<file path="config.mk">
export PLATFORM = sky130hd
export DESIGN_NAME = mtdc_top
export DESIGN_NICKNAME = d
export VERILOG_FILES = /design/src/hdl/mtdc_pkg.sv /design/src/hdl/mtdc_gap_timer.sv /design/src/hdl/mtdc_top.sv
export SDC_FILE = /design/constraint.sdc
export NUM_CORES = 1
export LEC_CHECK = 0
export ABC_AREA = 1
export ABC_CLOCK_PERIOD_IN_PS = 6200
export BUFFER_PORTS_ARGS = -buffer_cell sky130_fd_sc_hd__buf_2
export CORE_UTILIZATION = 30
export CTS_CLUSTER_SIZE = 14
export DETAILED_ROUTE_END_ITERATION = 10
export HOLD_SLACK_MARGIN = 0.08
export PLACE_DENSITY_LB_ADDON = 0.08
export SYNTH_ARGS = -nofsm -noshare
export SYNTH_HDL_FRONTEND = slang
export SYNTH_SLANG_ARGS = --single-unit
</file>
<file path="constraint.sdc">
create_clock -name clk -period 6.2 [get_ports clk]
set_input_delay 0.62 -clock clk [delete_from_list [all_inputs] [get_ports clk]]
set_output_delay 0.62 -clock clk [all_outputs]
set_load 0.005 [all_outputs]
</file>
<file path="src/hdl/mtdc_pkg.sv">
package mtdc_pkg;

  // ----------------------------------------------------------------
  // Register offsets
  // ----------------------------------------------------------------
  localparam logic [7:0] OFS_TURNAROUND = 8'h4c;
  localparam logic [7:0] OFS_DECAY = 8'h50;
  localparam logic [7:0] OFS_LOWTOP = 8'h6c;
  localparam logic [7:0] OFS_RANGE0 = 8'h80;
  localparam logic [7:0] OFS_RANGE1 = 8'h84;
  localparam logic [7:0] OFS_RANGE2 = 8'h88;

  // ----------------------------------------------------------------
  // Command spacing fields
  // ----------------------------------------------------------------
  localparam int GAP_W = 4;
  localparam int WR_RD_OTHER_LSB = 16;
  localparam int WR_RD_OTHER_W = 3;
  localparam int RD_WR_LSB = 12;
  localparam int WR_RD_SAME_LSB = 8;
  localparam int RD_RD_OTHER_LSB = 4;
  localparam int WR_WR_LSB = 0;
  localparam logic [18:0] TURNAROUND_RST = 19'h00000;
  localparam int NUM_GAPS = 5;
  localparam int GI_WR_RD_OTHER = 0;
  localparam int GI_RD_WR = 1;
  localparam int GI_WR_RD_SAME = 2;
  localparam int GI_RD_RD_OTHER = 3;
  localparam int GI_WR_WR = 4;

  // ----------------------------------------------------------------
  // Error decay
  // ----------------------------------------------------------------
  localparam int DECAY_PRESCALE = 32768;
  localparam int PRESCALE_W = 15;
  localparam logic [31:0] DECAY_RST = 32'h00000000;
  localparam int ERRCNT_W = 8;

  // ----------------------------------------------------------------
  // Address map
  // ----------------------------------------------------------------
  localparam int LOWTOP_LSB = 12;
  localparam int LOWTOP_W = 4;
  localparam logic [3:0] LOWTOP_RST = 4'h1;
  localparam logic [3:0] LOWTOP_ILLEGAL = 4'h0;
  localparam int NUM_RANGES = 3;
  localparam int LIMIT_LSB = 4;
  localparam int LIMIT_W = 8;
  localparam int BRANCH_ZERO_MEMBER_BIT = 0;
  localparam int BRANCH_ONE_MEMBER_BIT = 1;
  localparam logic [8:0] GAP_BASE_4G = 9'h010;
  localparam int ADDR_W = 36;
  localparam int WAY_SENSE_BIT = 6;
  localparam int VGA_LSB = 17;
  localparam logic [18:0] VGA_PAGE = 19'h00005;
  localparam int MOD_W = 2;
  localparam int RANK_W = 3;

endpackage

</file>
<file path="src/hdl/mtdc_gap_timer.sv">
`timescale 1ns/1ps
module mtdc_gap_timer
  import mtdc_pkg::*;
(
  input wire logic clk, // Core clock
  input wire logic nrst, // Sync reset, low
  input wire logic load, // Qualifying command issued
  input wire logic [GAP_W-1:0] loadVal, // Programmed spacing
  output logic busy // Dependent command held back
);

  typedef struct packed {
    logic [GAP_W-1:0] cnt;
  } mtdc_gap_st_t;

  mtdc_gap_st_t s_reg;
  mtdc_gap_st_t s_next;

  // Down-counter, expires when one cycle is left
  always_comb
  begin
    s_next = s_reg;
    if (load)
      s_next.cnt = loadVal;
    else if (s_reg.cnt != '0)
      s_next.cnt = s_reg.cnt - 4'h1;
  end

  always_ff @(posedge clk)
  begin
    if (!nrst)
      s_reg <= '0;
    else
      s_reg <= s_next;
  end

  assign busy = (s_reg.cnt > 4'h1);
endmodule

</file>
<file path="src/hdl/mtdc_top.sv">
`timescale 1ns/1ps
// How it works
// - Write to read, other rank gap
// - Read to write, same module gap
// - Write to read, same rank gap
// - Read to read, other rank gap
// - Write to write, same module gap
// - Period counter steps every 32768 cycles
// - Threshold hit decrements non-zero error counts
// - Period counter clears on reset, threshold
// - Low top compares address bits 31:28
// - Top to 4G decodes as MMIO
// - Below top is DRAM, except VGA/gaps
// - Low top 0000 is illegal
// - Range way bits pick branches, A6
// - Limits above low top shift by gap
// - Range writes only in allowed states
// - Limit offset by 10H minus top
// - First range lower bound is zero
// - Branch membership uses way-sensitive bit
module mtdc_top
  import mtdc_pkg::*;
#(
  parameter int PRESCALE = DECAY_PRESCALE
)
(
  input wire logic clk, // Core clock, 20 MHz
  input wire logic nrst, // Sync reset, low
  input wire logic cfgWrEn, // Config write strobe
  input wire logic cfgRdEn, // Config read strobe
  input wire logic [7:0] cfgAddr, // Config offset
  input wire logic [31:0] cfgWrData, // Config write data
  output logic [31:0] cfgRdData, // Config read data
  output logic cfgRdValid, // Read data valid
  input wire logic rangeUpdateOk, // Branch in update-safe state
  input wire logic cmdValid, // Command offered
  input wire logic cmdIsWrite, // 1 write, 0 read
  input wire logic [MOD_W-1:0] cmdModule, // Target module
  input wire logic [RANK_W-1:0] cmdRank, // Target rank
  output logic cmdReady, // Command may issue
  input wire logic uncorrErrEvent, // Uncorrectable error pulse
  input wire logic corrErrEvent, // Correctable error pulse
  output logic [ERRCNT_W-1:0] uncorrectableErrorCount, // Count
  output logic [ERRCNT_W-1:0] correctableErrorCount, // Count
  input wire logic decodeValid, // Address to decode
  input wire logic [ADDR_W-1:0] decodeAddr, // Processor address
  input wire logic vgaEnable, // Legacy VGA window on
  input wire logic legacyGapHit, // Address in attribute gap
  output logic isDram, // Decoded as DRAM
  output logic isLowMmio, // Decoded as low MMIO
  output logic rangeHit, // Address in a range
  output logic branchZeroHit, // Branch 0 takes part
  output logic branchOneHit // Branch 1 takes part
);

  typedef struct packed {
    logic [18:0] turnaround;
    logic [31:0] decayThreshold;
    logic [LOWTOP_W-1:0] lowTop;
    logic [NUM_RANGES-1:0][LIMIT_W-1:0] rangeLimit;
    logic [NUM_RANGES-1:0] branchZeroMember;
    logic [NUM_RANGES-1:0] branchOneMember;
    logic [PRESCALE_W-1:0] prescale;
    logic [31:0] period;
    logic [ERRCNT_W-1:0] uerr;
    logic [ERRCNT_W-1:0] cerr;
    logic [31:0] rdData;
    logic rdValid;
    logic dram;
    logic mmio;
    logic hit;
    logic b0;
    logic b1;
    logic [MOD_W-1:0] lastWrMod;
    logic [RANK_W-1:0] lastWrRank;
    logic [MOD_W-1:0] lastRdMod;
    logic [RANK_W-1:0] lastRdRank;
    logic [4:0] sinceWr;
    logic [4:0] sinceRd;
  } mtdc_st_t;

  mtdc_st_t s_reg;
  mtdc_st_t s_next;

  logic [NUM_GAPS-1:0] gapBusy;
  logic [NUM_GAPS-1:0] gapLoad;
  logic [NUM_GAPS-1:0][GAP_W-1:0] gapVal;
  logic [NUM_GAPS-1:0] block;
  logic issue;
  logic tick;
  logic periodHit;
  logic [31:0] periodInc;
  logic [NUM_RANGES:0][8:0] effLimit;
  logic [NUM_RANGES-1:0] rangeMatch;
  logic [8:0] addrSlice;
  logic wayBit;
  logic mmioNow;
  logic vgaNow;
  logic hitNow;
  logic b0Now;
  logic b1Now;

  // ----------------------------------------------------------------
  // Command spacing
  // ----------------------------------------------------------------

  // Spacing values out of the turnaround register
  assign gapVal[GI_WR_RD_OTHER] = {1'b0,
    s_reg.turnaround[WR_RD_OTHER_LSB +: WR_RD_OTHER_W]};
  assign gapVal[GI_RD_WR] = s_reg.turnaround[RD_WR_LSB +: GAP_W];
  assign gapVal[GI_WR_RD_SAME] = s_reg.turnaround[WR_RD_SAME_LSB +: GAP_W];
  assign gapVal[GI_RD_RD_OTHER] = s_reg.turnaround[RD_RD_OTHER_LSB +: GAP_W];
  assign gapVal[GI_WR_WR] = s_reg.turnaround[WR_WR_LSB +: GAP_W];

  // Which timers restart on this command
  assign gapLoad[GI_WR_RD_OTHER] = issue && cmdIsWrite;
  assign gapLoad[GI_RD_WR] = issue && !cmdIsWrite;
  assign gapLoad[GI_WR_RD_SAME] = issue && cmdIsWrite;
  assign gapLoad[GI_RD_RD_OTHER] = issue && !cmdIsWrite;
  assign gapLoad[GI_WR_WR] = issue && cmdIsWrite;

  // One timer per spacing constraint
  generate
    for (genvar g = 0; g < NUM_GAPS; g++)
    begin : gGap
      mtdc_gap_timer uTimer (
        .clk(clk),
        .nrst(nrst),
        .load(gapLoad[g]),
        .loadVal(gapVal[g]),
        .busy(gapBusy[g])
      );
    end
  endgenerate

  // Hold-back terms against the last read and last write
  always_comb
  begin
    block = '0;
    block[GI_WR_RD_OTHER] = !cmdIsWrite && gapBusy[GI_WR_RD_OTHER]
      && cmdModule == s_reg.lastWrMod && cmdRank != s_reg.lastWrRank;
    block[GI_RD_WR] = cmdIsWrite && gapBusy[GI_RD_WR]
      && cmdModule == s_reg.lastRdMod;
    block[GI_WR_RD_SAME] = !cmdIsWrite && gapBusy[GI_WR_RD_SAME]
      && cmdModule == s_reg.lastWrMod && cmdRank == s_reg.lastWrRank;
    block[GI_RD_RD_OTHER] = !cmdIsWrite && gapBusy[GI_RD_RD_OTHER]
      && cmdModule == s_reg.lastRdMod && cmdRank != s_reg.lastRdRank;
    block[GI_WR_WR] = cmdIsWrite && gapBusy[GI_WR_WR]
      && cmdModule == s_reg.lastWrMod;
  end

  assign cmdReady = ~|block;
  assign issue = cmdValid && cmdReady;

  // ----------------------------------------------------------------
  // Error decay timing
  // ----------------------------------------------------------------

  // Prescaler wrap and threshold match
  assign tick = (s_reg.prescale == PRESCALE_W'(PRESCALE - 1));
  assign periodInc = s_reg.period + 32'h00000001;
  assign periodHit = tick && (periodInc == s_reg.decayThreshold);

  // ----------------------------------------------------------------
  // Address decode
  // ----------------------------------------------------------------

  assign addrSlice = {1'b0, decodeAddr[35:28]};
  assign wayBit = decodeAddr[WAY_SENSE_BIT];
  assign effLimit[0] = 9'h000;

  // Limits above the low top are raised by the MMIO gap
  generate
    for (genvar r = 0; r < NUM_RANGES; r++)
    begin : gRange
      logic [8:0] lim;
      assign lim = {1'b0, s_reg.rangeLimit[r]};
      assign effLimit[r+1] = (lim <= {5'h00, s_reg.lowTop}) ? lim
        : 9'(lim + GAP_BASE_4G - {5'h00, s_reg.lowTop});
      assign rangeMatch[r] = (addrSlice < effLimit[r+1])
        && (addrSlice >= effLimit[r]);
    end
  endgenerate

  // First matching range chooses the branches
  always_comb
  begin
    hitNow = 1'b0;
    b0Now = 1'b0;
    b1Now = 1'b0;
    for (int r = NUM_RANGES - 1; r >= 0; r--)
    begin
      if (rangeMatch[r])
      begin
        hitNow = 1'b1;
        b1Now = s_reg.branchOneMember[r]
          && (wayBit || !s_reg.branchZeroMember[r]);
        b0Now = s_reg.branchZeroMember[r]
          && (!wayBit || !s_reg.branchOneMember[r]);
      end
    end
  end

  // Low MMIO hole and legacy holes
  assign mmioNow = (decodeAddr[35:32] == 4'h0)
    && (decodeAddr[31:28] >= s_reg.lowTop);
  assign vgaNow = vgaEnable && (decodeAddr[35:VGA_LSB] == VGA_PAGE);

  // ----------------------------------------------------------------
  // State update
  // ----------------------------------------------------------------
  always_comb
  begin
    s_next = s_reg;
    s_next.rdValid = 1'b0;
    // Register writes
    if (cfgWrEn)
    begin
      unique case (cfgAddr)
        OFS_TURNAROUND: s_next.turnaround = cfgWrData[18:0];
        OFS_DECAY: s_next.decayThreshold = cfgWrData;
        OFS_LOWTOP:
        begin
          if (cfgWrData[LOWTOP_LSB +: LOWTOP_W] != LOWTOP_ILLEGAL)
            s_next.lowTop = cfgWrData[LOWTOP_LSB +: LOWTOP_W];
        end
        OFS_RANGE0, OFS_RANGE1, OFS_RANGE2:
        begin
          if (rangeUpdateOk)
          begin
            for (int r = 0; r < NUM_RANGES; r++)
            begin
              if (cfgAddr == OFS_RANGE0 + 8'(4 * r))
              begin
                s_next.rangeLimit[r] = cfgWrData[LIMIT_LSB +: LIMIT_W];
                s_next.branchZeroMember[r] = cfgWrData[BRANCH_ZERO_MEMBER_BIT];
                s_next.branchOneMember[r] = cfgWrData[BRANCH_ONE_MEMBER_BIT];
              end
            end
          end
        end
        default: ;
      endcase
    end
    // Register reads, unmapped offsets read zero
    if (cfgRdEn)
    begin
      s_next.rdValid = 1'b1;
      s_next.rdData = 32'h00000000;
      unique case (cfgAddr)
        OFS_TURNAROUND: s_next.rdData = {13'h0000, s_reg.turnaround};
        OFS_DECAY: s_next.rdData = s_reg.decayThreshold;
        OFS_LOWTOP: s_next.rdData = {16'h0000, s_reg.lowTop, 12'h000};
        OFS_RANGE0, OFS_RANGE1, OFS_RANGE2:
        begin
          for (int r = 0; r < NUM_RANGES; r++)
          begin
            if (cfgAddr == OFS_RANGE0 + 8'(4 * r))
              s_next.rdData = {20'h00000, s_reg.rangeLimit[r], 2'b00,
                s_reg.branchOneMember[r], s_reg.branchZeroMember[r]};
          end
        end
        default: ;
      endcase
    end
    // Prescaler and period counter
    s_next.prescale = tick ? '0 : s_reg.prescale + 15'h0001;
    if (periodHit)
      s_next.period = 32'h00000000;
    else if (tick)
      s_next.period = periodInc;
    // Error counts, increment and decay cancel out
    if (uncorrErrEvent && !(periodHit && s_reg.uerr != '0))
      s_next.uerr = (s_reg.uerr == '1) ? s_reg.uerr : s_reg.uerr + 8'h01;
    else if (!uncorrErrEvent && periodHit && s_reg.uerr != '0)
      s_next.uerr = s_reg.uerr - 8'h01;
    if (corrErrEvent && !(periodHit && s_reg.cerr != '0))
      s_next.cerr = (s_reg.cerr == '1) ? s_reg.cerr : s_reg.cerr + 8'h01;
    else if (!corrErrEvent && periodHit && s_reg.cerr != '0)
      s_next.cerr = s_reg.cerr - 8'h01;
    // Decode result registered
    if (decodeValid)
    begin
      s_next.mmio = mmioNow;
      s_next.dram = !mmioNow && !(vgaNow || legacyGapHit);
      s_next.hit = hitNow && !mmioNow;
      s_next.b0 = b0Now && !mmioNow;
      s_next.b1 = b1Now && !mmioNow;
    end
    // Last command of each kind
    s_next.sinceWr = (s_reg.sinceWr == 5'h1f) ? s_reg.sinceWr : s_reg.sinceWr + 5'h01;
    s_next.sinceRd = (s_reg.sinceRd == 5'h1f) ? s_reg.sinceRd : s_reg.sinceRd + 5'h01;
    if (issue && cmdIsWrite)
    begin
      s_next.lastWrMod = cmdModule;
      s_next.lastWrRank = cmdRank;
      s_next.sinceWr = 5'h01;
    end
    if (issue && !cmdIsWrite)
    begin
      s_next.lastRdMod = cmdModule;
      s_next.lastRdRank = cmdRank;
      s_next.sinceRd = 5'h01;
    end
  end

  always_ff @(posedge clk)
  begin
    if (!nrst)
    begin
      s_reg <= '0;
      s_reg.turnaround <= TURNAROUND_RST;
      s_reg.decayThreshold <= DECAY_RST;
      s_reg.lowTop <= LOWTOP_RST;
      s_reg.sinceWr <= 5'h1f;
      s_reg.sinceRd <= 5'h1f;
    end
    else
      s_reg <= s_next;
  end

  // Outputs
  assign cfgRdData = s_reg.rdData;
  assign cfgRdValid = s_reg.rdValid;
  assign uncorrectableErrorCount = s_reg.uerr;
  assign correctableErrorCount = s_reg.cerr;
  assign isDram = s_reg.dram;
  assign isLowMmio = s_reg.mmio;
  assign rangeHit = s_reg.hit;
  assign branchZeroHit = s_reg.b0;
  assign branchOneHit = s_reg.b1;
endmodule

</file>
==> metrics <==
GRT Overall Usage=0.190; ANT cells=0; initial DRC count=626; FILL cells=4882; HPWL Detailed=32200 microns; register area=4320 sq um; Worst Path Required=6.70 ns; routed via count=12500; area growth from synthesis to layout=13.0%; synth top area cells=dfxtp_1, nand2_1, ha_1, a21oi_1, o21ai_0; WP data arrival=5.15 ns; final hold violations=0; die width=213 microns; Final Max Tran Viols=0; synthesized area per cell=6.92 sq um; Clock Latency Late Sink=0.56 ns; startpoint types=flop; VDD IR max=0.189 mV; share of the synthesized area in the top cell type=0.322; largest net degree at the start of global routing=98; Worst slew margin=0.283; WP buf/inv=3; Main synth FF type=dfxtp_1; Avg Vias per Cell=4.78; Die Ht=213 microns; CTS Buf Count=27; GPL Wtd Cong=0.858; most common cell in the netlist=nand2_1; actual slew at the worst max-slew pin=1.07 ns; Seq/Total Area, Yosys=0.322; met3 wire len=1760 microns; RSZ-0062 raised after global routing=no; met1 wire length=21400 microns; skew final=0.0166 ns; minimum clock period=4.65 ns; Core Region=44100 sq um; Initial Util=0.304; Max Fanout on Critical Path=42; first-pass iteration count of the detailed router=7; PwrDens=252 nW/um^2; Total Die Area=45600 sq um; leading area contributor after synthesis=dfxtp_1; GR Overflow Total=0; Crit path largest cell delay=0.35 ns; r2r startpoint=s_reg[106]$_SDFF_PP0_; # rows=77; Resize count post-CTS=0; DR WL/cell=16.5 microns; worst hold slack=0.347 ns; number of synthesized flops with an enable pin=0; # setup viols final=0; antenna-violating nets left=0; Post-Route WL=43100 microns; synthesized net count=2133; DP Worst Slack=1.54 ns; setup bufs post-CTS=0; Final Util=0.344; WL met2=19100 microns; Yosys warning total=0; max-cap violations=0; IO Count=148; status=complete, no violations; Post-synth ARST share=0; Port-buffer cells=131; vias in the first global route=11400; crit path launch=s_reg[106]$_SDFF_PP0_; Syn Std Cell Area=13400 sq um; post-synthesis instance total=1939; share of layout cells above drive strength 1=0.113; clock buffer depth=3; Top Layer Used=met5; global-route wire length before repair=66400 microns; Top Family by Delay on Critical Path=simple AND/OR/NAND/NOR gates; Hold Buf Count CTS=0; CTS tree=done; max reg flops=99; period utilization=0.751; Crit. End Element=flop; footprint of the multi-input gates=7600 sq um; Yosys cell types=47; H-tree Lvls=1; Clock Sinks=216; leakage dissipation=6.23 nW; Final nets=2193; most used cell, CP=nand2_1; Peak Freq=0.215 GHz; slowest library cell on the worst path=dfxtp_1; Hold Startpoint=cfgWrData[21]; # DRC=0; setup_tns=0 ns; critical path class=reg2reg; Post-synth top cells=nand2_1, inv_1, dfxtp_1; worst hold path class=in2reg; CTS clk-pin slew, worst paths=0.06 ns; antenna violations before repair=1; CTS Root Cell=clkbuf_16; #FFs+latches synth=216; slack of the critical path=1.55 ns
[final timing paths]
kind / endpoint / slack, ns / cells after the start
min: s_reg[176]$_SDFFE_PN0P_ / 0.35 / 3
max: correctableErrorCount[7]$_SDFFE_PN0P_ / 1.55 / 30
max reg2reg: correctableErrorCount[7]$_SDFFE_PN0P_ / 1.55 / 30
min reg2reg: s_reg[106]$_SDFF_PP0_ / 0.45 / 1
[area by class of cell]
| type | count | share of cell area |
|---|---|---|
| inverters | 229 | 0.0567 |
| clock buffers | 36 | 0.0501 |
| well taps | 592 | 0.0489 |
| clock inverters | 11 | 0.00735 |
| flip-flops and latches | 216 | 0.285 |
| repair buffers | 145 | 0.0503 |
| multi-input cells | 1380 | 0.501 |
[worst min-delay path, stage by stage]
cell	delay (ns)
buf_2	0.10
nand3_1	0.07
a21oi_1	0.06
[stage by stage]
| step | area [sq um] | std cells | total power, mW |
|---|---|---|---|
| 2_1_floorplan | 13400 | 1939 | 2.08 |
| 6_report | 15200 | 2609 | 3.81 |
| 3_3_place_gp | 14300 | 2562 | 2.25 |
| 5_1_grt | 15200 | 2609 | 4.04 |
| 4_1_cts | 15200 | 2609 | 3.87 |
| 3_5_place_dp | 14300 | 2562 | 2.26 |
[per-layer routing]
metal | GRT usage | vias up
li1 | - | 6496
met4 | 0.0461 | 2
met5 | 0 | -
met3 | 0.0249 | 56
met2 | 0.300 | 209
met1 | 0.272 | 5706
[cell usage in the layout, fill, tap and decap left out, types with 3 or more instances in the layout]
cell type	netlist	final
nor2_4	7	7
nand3_2	5	5
a21oi_1	199	199
dfxtp_1	216	216
buf_2	3	130
clkinv_2	0	7
clkbuf_16	0	27
a221oi_1	8	8
nor2_1	193	193
nand2_2	6	7
fa_1	11	11
a211oi_1	30	30
nand3_1	98	98
xnor2_1	19	19
and2_1	4	4
ha_1	90	90
a41oi_1	3	3
clkbuf_8	0	5
inv_1	223	223
o21ai_1	6	6
o211ai_1	4	4
nor3_1	22	22
a31oi_1	6	6
o21a_1	4	4
nor2_2	6	6
o21ai_0	176	176
buf_4	48	15
xor2_1	25	25
o22ai_1	11	11
inv_2	5	5
nand2_1	386	385
clkbuf_1	59	4
nor4_1	9	9
nand4_1	17	17
o221ai_1	8	8
o31ai_1	3	3
or2_2	7	7
[cells by family (layout without fill, tap and decap cells)]
kind of cell | Yosys count | count (layout) | share of synthesized area
DFF | 216 | 216 | 0.322
and+or+nand+nor | 767 | 767 | 0.244
xor gates and xnor gates | 46 | 46 | 0.0321
AOI/OAI and AO/OA | 466 | 466 | 0.190
adders and majority gates | 101 | 101 | 0.100
buffers and inverters | 343 | 421 | 0.111
[where the power goes]
| group | switching (mW) | leakage [nW] | total [mW] | internal [mW] |
|---|---|---|---|---|
| clock | 0.651 | 0.434 | 1.59 | 0.936 |
| combinational | 0.409 | 4.04 | 0.680 | 0.271 |
| sequential | 0.0711 | 1.76 | 1.55 | 1.48 |
| total | 1.13 | 6.23 | 3.81 | 2.68 |
Note: power is estimated with default switching activity, not from simulation.
